File: src/inc/synth_i2c_pkg.sv
// Shared constants for the serial register port of the clock synthesizer
package synth_i2c_pkg;
    // ------------------------------------------------------------
    // Bus addressing
    // ------------------------------------------------------------
    localparam logic [5:0] ADDR_UPPER = 6'h13;
    localparam logic DIR_WRITE = 1'b0;
    localparam logic DIR_READ = 1'b1;
    localparam logic ACK_LEVEL = 1'b0;
    localparam logic NACK_LEVEL = 1'b1;
    // ------------------------------------------------------------
    // Register file
    // ------------------------------------------------------------
    localparam int REG_COUNT = 32;
    localparam int IDX_W = 8;
    localparam logic [7:0] LOOP_FILTER_IDX = 8'h04;
    localparam int LOOP_FILTER_BIT = 7;
    localparam logic [7:0] WORD_RESET = 8'h00;
    localparam logic [3:0] BIT_LAST = 4'h7;
    localparam logic [3:0] BIT_ACK = 4'h8;
    // ------------------------------------------------------------
    // Timing
    // ------------------------------------------------------------
    localparam int CLOCK_NS = 40;
    localparam int LINK_HALF_NS = 160;
    localparam int LINK_HALF_CYC = (LINK_HALF_NS + CLOCK_NS - 1) / CLOCK_NS;
endpackage

File: src/inc/synth_i2c_if.sv
// Two-wire bus joining the master and the register port
`timescale 1ns/1ns
`default_nettype none
interface synth_i2c_if;
    logic sclOut;   // Master drives clock low
    logic sclOe;
    logic sdaMstOut;
    logic sdaMstOe;
    logic sdaDevOut;
    logic sdaDevOe;
    logic scl;      // Resolved wire levels, made by the bench
    logic sda;
    modport master (output sclOut, sclOe, sdaMstOut, sdaMstOe, input scl, sda);
    modport device (output sdaDevOut, sdaDevOe, input scl, sda);
endinterface
`default_nettype wire

File: src/hdl/synth_i2c_master.sv
// Host end: drives two-wire transactions to the register port
`timescale 1ns/1ns
`default_nettype none
module synth_i2c_master
    import synth_i2c_pkg::*;
(
    input wire logic clock,        // System clock
    input wire logic rst_b,        // Synchronous reset, active low
    synth_i2c_if.master bus,       // Two-wire bus
    input wire logic cmdValid,     // Start a transaction
    input wire logic cmdRead,      // 1 = read burst
    input wire logic addrSel,      // Device address low bit
    input wire logic [7:0] cmdIndex, // Register index
    input wire logic [3:0] cmdLen, // Data bytes, 1..15
    input wire logic [7:0] wrByte, // Write data for current byte
    output logic cmdReady,         // Idle, can take command
    output logic byteStrobe,       // Data byte done pulse
    output logic [7:0] rdByte,     // Last byte read
    output logic nackSeen          // Device nacked last transaction
);
    typedef enum logic [6:0] {
        M_IDLE = 7'b0000001, M_START = 7'b0000010, M_BYTE = 7'b0000100,
        M_ACK = 7'b0001000, M_RSTART = 7'b0010000, M_STOP = 7'b0100000,
        M_DONE = 7'b1000000
    } mstate_e;

    mstate_e stateReg, stateNext;
    logic [1:0] phaseReg, phaseNext;
    logic [7:0] timeReg, timeNext, shiftReg, shiftNext, rdReg, rdNext;
    logic [3:0] bitReg, bitNext, leftReg, leftNext;
    logic [2:0] stepReg, stepNext; // 0 addrW,1 index,2 data,3 addrR,4 rdata
    logic sclLowReg, sclLowNext, sdaLowReg, sdaLowNext, nackReg, nackNext, strobe;
    logic readReg, readNext, selReg, selNext;
    logic [7:0] idxReg, idxNext;
    logic sda1Reg, sda2Reg;
    logic tick;

    assign tick = timeReg == 8'(LINK_HALF_CYC - 1);

    always_comb begin
        stateNext = stateReg;
        phaseNext = phaseReg;
        timeNext = tick ? 8'h00 : timeReg + 8'h01;
        shiftNext = shiftReg;
        rdNext = rdReg;
        bitNext = bitReg;
        leftNext = leftReg;
        stepNext = stepReg;
        sclLowNext = sclLowReg;
        sdaLowNext = sdaLowReg;
        nackNext = nackReg;
        readNext = readReg;
        selNext = selReg;
        idxNext = idxReg;
        strobe = 1'b0;
        case (stateReg)
            M_IDLE: begin
                timeNext = 8'h00;
                phaseNext = 2'h0;
                if (cmdValid) begin
                    stateNext = M_START;
                    readNext = cmdRead;
                    selNext = addrSel;
                    idxNext = cmdIndex;
                    leftNext = cmdLen;
                    nackNext = 1'b0;
                    stepNext = 3'h0;
                    shiftNext = {ADDR_UPPER, addrSel, DIR_WRITE};
                end
            end
            M_START, M_RSTART: if (tick) begin
                phaseNext = phaseReg + 2'h1;
                case (phaseReg)
                    2'h0: begin sdaLowNext = 1'b0; sclLowNext = 1'b0; end
                    2'h1: sdaLowNext = 1'b1; // Falls while clock high
                    default: begin
                        sclLowNext = 1'b1;
                        sdaLowNext = !shiftReg[7];
                        bitNext = 4'h0;
                        phaseNext = 2'h0;
                        stateNext = M_BYTE;
                    end
                endcase
            end
            M_BYTE, M_ACK: if (tick) begin
                sclLowNext = !sclLowReg;
                if (!sclLowReg) begin
                    // Sample at the end of the high phase: the far end only moves data
                    // a few clocks after it sees the fall, so a sample at the rise is stale
                    if (stateReg == M_BYTE && stepReg == 3'h4) begin
                        rdNext = {rdReg[6:0], sda2Reg};
                    end
                    if (stateReg == M_ACK && stepReg != 3'h4 && sda2Reg == NACK_LEVEL) begin
                        nackNext = 1'b1;
                    end
                    if (stateReg == M_BYTE && bitReg != BIT_LAST) begin
                        bitNext = bitReg + 4'h1;
                        shiftNext = {shiftReg[6:0], 1'b1};
                        sdaLowNext = !shiftReg[6];
                    end else if (stateReg == M_BYTE) begin
                        stateNext = M_ACK;
                        // Read data: ack all but last byte
                        sdaLowNext = stepReg == 3'h4 && leftReg != 4'h1;
                    end else begin
                        sdaLowNext = 1'b0;
                        stateNext = M_BYTE;
                        bitNext = 4'h0;
                        if (stepReg == 3'h4) begin
                            strobe = 1'b1;
                            leftNext = leftReg - 4'h1;
                            if (leftReg == 4'h1) stateNext = M_STOP;
                            shiftNext = 8'hff;
                        end else if (nackNext) begin
                            stateNext = M_STOP;
                        end else if (stepReg == 3'h0) begin
                            stepNext = 3'h1;
                            shiftNext = idxReg;
                            sdaLowNext = !idxReg[7];
                        end else if (stepReg == 3'h1 && readReg) begin
                            stepNext = 3'h3;
                            shiftNext = {ADDR_UPPER, selReg, DIR_READ};
                            phaseNext = 2'h0;
                            stateNext = M_RSTART;
                        end else if (stepReg == 3'h3) begin
                            stepNext = 3'h4;
                            shiftNext = 8'hff;
                        end else begin
                            if (stepReg == 3'h2) begin
                                strobe = 1'b1;
                                leftNext = leftReg - 4'h1;
                            end
                            stepNext = 3'h2;
                            if (stepReg == 3'h2 && leftReg == 4'h1) begin
                                stateNext = M_STOP;
                            end else begin
                                shiftNext = wrByte;
                                sdaLowNext = !wrByte[7];
                            end
                        end
                    end
                end else if (stateReg == M_BYTE) begin
                    shiftNext = stepReg == 3'h4 ? {shiftReg[6:0], 1'b1} : shiftReg;
                end
            end
            M_STOP: if (tick) begin
                phaseNext = phaseReg + 2'h1;
                case (phaseReg)
                    2'h0: sdaLowNext = 1'b1;
                    2'h1: sclLowNext = 1'b0;
                    default: begin sdaLowNext = 1'b0; stateNext = M_DONE; end
                endcase
            end
            default: stateNext = M_IDLE;
        endcase
    end

    always_ff @(posedge clock) begin
        if (!rst_b) begin
            stateReg <= M_IDLE;
            phaseReg <= 2'h0;
            timeReg <= 8'h00;
            shiftReg <= WORD_RESET;
            rdReg <= WORD_RESET;
            bitReg <= 4'h0;
            leftReg <= 4'h0;
            stepReg <= 3'h0;
            sclLowReg <= 1'b0;
            sdaLowReg <= 1'b0;
            nackReg <= 1'b0;
            readReg <= 1'b0;
            selReg <= 1'b0;
            idxReg <= WORD_RESET;
            sda1Reg <= 1'b1;
            sda2Reg <= 1'b1;
            byteStrobe <= 1'b0;
        end else begin
            stateReg <= stateNext;
            phaseReg <= phaseNext;
            timeReg <= timeNext;
            shiftReg <= shiftNext;
            rdReg <= rdNext;
            bitReg <= bitNext;
            leftReg <= leftNext;
            stepReg <= stepNext;
            sclLowReg <= sclLowNext;
            sdaLowReg <= sdaLowNext;
            nackReg <= nackNext;
            readReg <= readNext;
            selReg <= selNext;
            idxReg <= idxNext;
            sda1Reg <= bus.sda;
            sda2Reg <= sda1Reg;
            byteStrobe <= strobe;
        end
    end

    assign cmdReady = stateReg == M_IDLE;
    assign rdByte = rdReg;
    assign nackSeen = nackReg;
    assign bus.sclOut = 1'b0;
    assign bus.sclOe = sclLowReg;
    assign bus.sdaMstOut = 1'b0;
    assign bus.sdaMstOe = sdaLowReg;
endmodule
`default_nettype wire

File: src/flat_wrapper.sv
// flat-port wrapper written by rule: the top's interface ports become plain ports
module synth_i2c_master_flat import synth_i2c_pkg::*;
  (clock, rst_b, cmdValid, cmdRead, addrSel, cmdIndex, cmdLen, wrByte, cmdReady, byteStrobe, rdByte, nackSeen, bus_sclOut, bus_sclOe, bus_sdaMstOut, bus_sdaMstOe, bus_scl, bus_sda);
  synth_i2c_if bus_i ();
  input wire logic clock;
  input wire logic rst_b;
  input wire logic cmdValid;
  input wire logic cmdRead;
  input wire logic addrSel;
  input wire logic [7:0] cmdIndex;
  input wire logic [3:0] cmdLen;
  input wire logic [7:0] wrByte;
  output logic cmdReady;
  output logic byteStrobe;
  output logic [7:0] rdByte;
  output logic nackSeen;
  output wire logic [$bits(bus_i.sclOut)-1:0] bus_sclOut;
  output wire logic [$bits(bus_i.sclOe)-1:0] bus_sclOe;
  output wire logic [$bits(bus_i.sdaMstOut)-1:0] bus_sdaMstOut;
  output wire logic [$bits(bus_i.sdaMstOe)-1:0] bus_sdaMstOe;
  input wire logic [$bits(bus_i.scl)-1:0] bus_scl;
  input wire logic [$bits(bus_i.sda)-1:0] bus_sda;
  assign bus_sclOut = bus_i.sclOut;
  assign bus_sclOe = bus_i.sclOe;
  assign bus_sdaMstOut = bus_i.sdaMstOut;
  assign bus_sdaMstOe = bus_i.sdaMstOe;
  assign bus_i.scl = bus_scl;
  assign bus_i.sda = bus_sda;
  synth_i2c_master u_core (.clock(clock), .rst_b(rst_b), .bus(bus_i), .cmdValid(cmdValid), .cmdRead(cmdRead), .addrSel(addrSel), .cmdIndex(cmdIndex), .cmdLen(cmdLen), .wrByte(wrByte), .cmdReady(cmdReady), .byteStrobe(byteStrobe), .rdByte(rdByte), .nackSeen(nackSeen));
endmodule
File: config.mk
export PLATFORM = sky130hd
export DESIGN_NAME = synth_i2c_master_flat
export DESIGN_NICKNAME = d
export VERILOG_FILES = /design/src/inc/synth_i2c_pkg.sv /design/src/inc/synth_i2c_if.sv /design/src/hdl/synth_i2c_master.sv /design/src/flat_wrapper.sv
export SDC_FILE = /design/constraint.sdc
export NUM_CORES = 1
export LEC_CHECK = 0
export ABC_AREA = 1
export BUFFER_PORTS_ARGS = -buffer_cell sky130_fd_sc_hd__buf_2
export CAP_MARGIN = 20
export CORE_ASPECT_RATIO = 1.2
export CORE_MARGIN = 2
export CORE_UTILIZATION = 25
export CTS_CLUSTER_DIAMETER = 200
export DETAILED_ROUTE_END_ITERATION = 8
export SYNTH_ARGS = -nofsm -noshare
export SYNTH_HDL_FRONTEND = slang
export SYNTH_SLANG_ARGS = --single-unit
export TNS_END_PERCENT = 1
File: constraint.sdc
create_clock -name clock -period 2.24 [get_ports clock]
set_clock_uncertainty 0.1 [all_clocks]
set_input_delay 0.112 -clock clock [delete_from_list [all_inputs] [get_ports clock]]
set_output_delay 0.112 -clock clock [all_outputs]
set_load 0.005 [all_outputs]
==> flow_metrics.env <==
export IMPL_outcome="finished clean"
export IMPL_cts_resized=0
export IMPL_path_cells="ha_1 -> nand3_1 -> nor2_1 -> inv_1 -> nand2_4 -> nand2_1 -> nor2_4 -> nand2_1 -> nor2_1 -> nor2_1"
export IMPL_slew_headroom_pct=47.8
export IMPL_route_vias_total=3568
export IMPL_rsz0062_at_grt="no"
export IMPL_wl_per_cell_um=11.7
export IMPL_fmax_mhz=497
export IMPL_place_hpwl_um=7000
export IMPL_cp_slowest_stage_delay_ns=0.35
export IMPL_clk_latency_ns=0.33
export IMPL_r2r_start="u_core.timeReg[0]$_SDFF_PP0_"
export IMPL_switchingPower_mw=1.89
export IMPL_reg2reg_to="u_core.shiftReg[1]$_SDFFE_PN0P_"
export IMPL_seqPwrFrac_pct=31.8
export IMPL_finalWirelength_um=9400
export IMPL_setup_violations=0
export IMPL_arrival_ns=2.14
export IMPL_dpl_cell_count=775
export IMPL_gr_usage_all_layers_pct=12.8
export IMPL_synth_cells=574
export IMPL_layout_nets=657
export IMPL_period_share_pct=89.9
export IMPL_drv_slew=0
export IMPL_die_area_um2=15700
export IMPL_cts_buffer_depth=2
export IMPL_power_density_nw_per_um2=1040
export IMPL_cp_slowest_cell="dfxtp_1"
export IMPL_setup_worst_path_start_class="register"
export IMPL_initial_core_util_pct=25.6
export IMPL_multi_input_area_um2=2160
export IMPL_grt_pass1_vias=3425
export IMPL_grt_pass1_wl_um=15800
export IMPL_leakage_nw=2.07
export IMPL_synth_area_top_cells="dfxtp_1 (33%), nand2_1 (13%), nor2_1 (12%)"
export IMPL_max_cap_viol_count=0
export IMPL_initialDrtViolationCount=214
export IMPL_numCtsBuffers=9
export IMPL_antenna_cells=0
export IMPL_ys_seq_elements=60
export IMPL_fin_tns_setup_ns=0
export IMPL_cpMostUsedCell="nor2_1"
export IMPL_ctsHtreeMaxLevel=3
export IMPL_syn_cell_area_um2=3670
export IMPL_peakVddDrop_v=0.000394
export IMPL_cp_required_ns=2.37
export IMPL_via_per_inst=4.45
export IMPL_hp_class="input pin to register"
export IMPL_fin_crit_ns=2.01
export IMPL_route_detailed_drc=0
export IMPL_p_clk_share_pct=28.2
export IMPL_postCtsSetupBuffers=0
export IMPL_holdBufCountCts=11
export IMPL_port_buffers=38
export IMPL_regArea_um2=1200
export IMPL_crit_fanout=15
export IMPL_yosys_top_cells_count="nand2_1 (126), nor2_1 (122), dfxtp_1 (60)"
export IMPL_synth_most_common_cell="nand2_1"
export IMPL_min_delay_start="cmdValid"
export IMPL_tightest_slew_ns=0.780
export IMPL_fp_row_count=48
export IMPL_fin_cells=802
export IMPL_design_area_um2=4390
export IMPL_nFillCells=1596
export IMPL_synth_seq_area_share_pct=32.7
export IMPL_fp_dieH_um=137
export IMPL_core_area_um2=14400
export IMPL_numClockSinks=60
export IMPL_holdPathStages=3
export IMPL_place_area_um2=4000
export IMPL_grt_start_max_net_pins=21
export IMPL_setup_slack_ns=0.226
export IMPL_p_int_mw=2.67
export IMPL_async_flop_share_pct=0
export IMPL_io_pins=42
export IMPL_yosysWarnings=0
export IMPL_cts_root_buf="clkbuf_16"
export IMPL_synth_top_area_share_pct=32.7
export IMPL_syn_avg_cell_area_um2=6.40
export IMPL_clk_pin_slew_ns=0.06
export IMPL_die_x_um=115
export IMPL_criticalPathCategory="register to register"
export IMPL_synth_main_ff_cell="dfxtp_1"
export IMPL_first_pass_iters=4
export IMPL_swShare_pct=41.5
export IMPL_synth_top_area_cell="dfxtp_1"
export IMPL_drive_gt1_share_pct=15.9
export IMPL_place_congestion=0.848
export IMPL_ys_types=38
export IMPL_reg2reg_depth=10
export IMPL_combPwrFrac_pct=40.0
export IMPL_ant_nets=0
export IMPL_cp_end_kind="register"
export IMPL_hold_viol_final=0
export IMPL_hold_path_end="u_core.idxReg[7]$_SDFFE_PN0P_"
export IMPL_antenna_found_initial=0
export IMPL_timing_hold_ws_ns=0.0145
export IMPL_grt_ovfl_total=0
export IMPL_place_ws_ns=0.232
export IMPL_r2r_slack_ns=0.23
export IMPL_area_growth_pct=19.5
export IMPL_synth_edff_count=0
export IMPL_cts_tree="built"
flip-flops by register name, indices dropped and copies added, names as in the netlist, 2 cells and up:
name and cells:
u_core.bitReg 4, u_core.idxReg 8, u_core.leftReg 4, u_core.phaseReg 2, u_core.rdByte 8, u_core.shiftReg 8
u_core.stateReg 7, u_core.stepReg 3, u_core.timeReg 8
worst max-delay path by stage:
stage                                 startpoint                         endpoint  slack [ns]
floorplan           u_core.timeReg[0]$_SDFF_PP0_  u_core.shiftReg[6]$_SDFFE_PN0P_        0.52
global placement    u_core.timeReg[0]$_SDFF_PP0_  u_core.shiftReg[1]$_SDFFE_PN0P_        0.26
detailed placement  u_core.timeReg[0]$_SDFF_PP0_  u_core.shiftReg[1]$_SDFFE_PN0P_        0.23
CTS                 u_core.timeReg[0]$_SDFF_PP0_  u_core.shiftReg[1]$_SDFFE_PN0P_        0.22
global route        u_core.timeReg[0]$_SDFF_PP0_   u_core.leftReg[1]$_SDFFE_PN0P_       0.001
finish              u_core.timeReg[0]$_SDFF_PP0_  u_core.shiftReg[1]$_SDFFE_PN0P_        0.23
metal layers:
metal | track usage (%) | vias to the layer above | wire, um
met2 | 23.1 | 53 | 4760
met1 | 14.4 | 1573 | 4140
met3 | 2.88 | 14 | 301
met5 | 0 | - | 0
li1 | - | 1928 | -
met4 | 5.49 | 0 | 203
worst max-delay path, delay by kind of cell, from the launching register on:
family | cells | cell delay [ns]
adder cells (fa/ha/maj) | 1 | 0.21
buffers and inverters | 1 | 0.15
flip-flops | 1 | 0.35
AND/OR/NAND/NOR | 8 | 1.11
cell type report:
type                       instances  share of cell area, %
clock inverter                     7                   1.20
tap                              175                   4.99
timing repair buffer              50                   7.01
multi-input combinational        441                   49.1
clock buffer                       9                   5.13
inverter                          60                   5.19
sequential                        60                   27.4
cells by family after synthesis:
logic type | Yosys count | share of synthesized area [%]
other | 1 | 0.102
and+or+nand+nor | 349 | 43.5
xor gates and xnor gates | 4 | 0.954
buffers and inverters | 74 | 8.72
AOI/OAI and AO/OA | 78 | 11.3
DFF | 60 | 32.7
adders and majority gates | 8 | 2.72
metrics by stage:
step,power [mW],utilization [%]
6_report,4.57,30.6
5_1_grt,4.98,30.6
4_1_cts,4.62,30.6
3_5_place_dp,3.30,27.9
3_3_place_gp,3.28,27.9
2_1_floorplan,2.90,-
cell usage in the layout (no fill, tap or decap), types with 3 or more instances in the layout:
cell type      count
nand3_1           50
nand2_1          126
nand3_2            3
dfxtp_1           60
buf_2             38
ha_1               8
inv_2             10
nand2_4            4
clkinv_4           3
clkbuf_16          9
nor2_1           122
a21oi_1           39
nand3b_1           6
nand2_2           10
o21ai_0           29
inv_1             49
dlygate4sd3_1     11
nor2_4            10
nor3_1             7
power by group through the flow:
stage	Sequential (mW)	Combinational (mW)	Clock, mW
after CTS	1.45	1.85	1.32
after floorplan	1.43	1.47	0
after global placement	1.48	1.80	0
after detailed placement	1.47	1.82	0
after global routing	1.48	2.13	1.36
final	1.45	1.83	1.29
No activity file was read; power rests on OpenSTA's default activity.
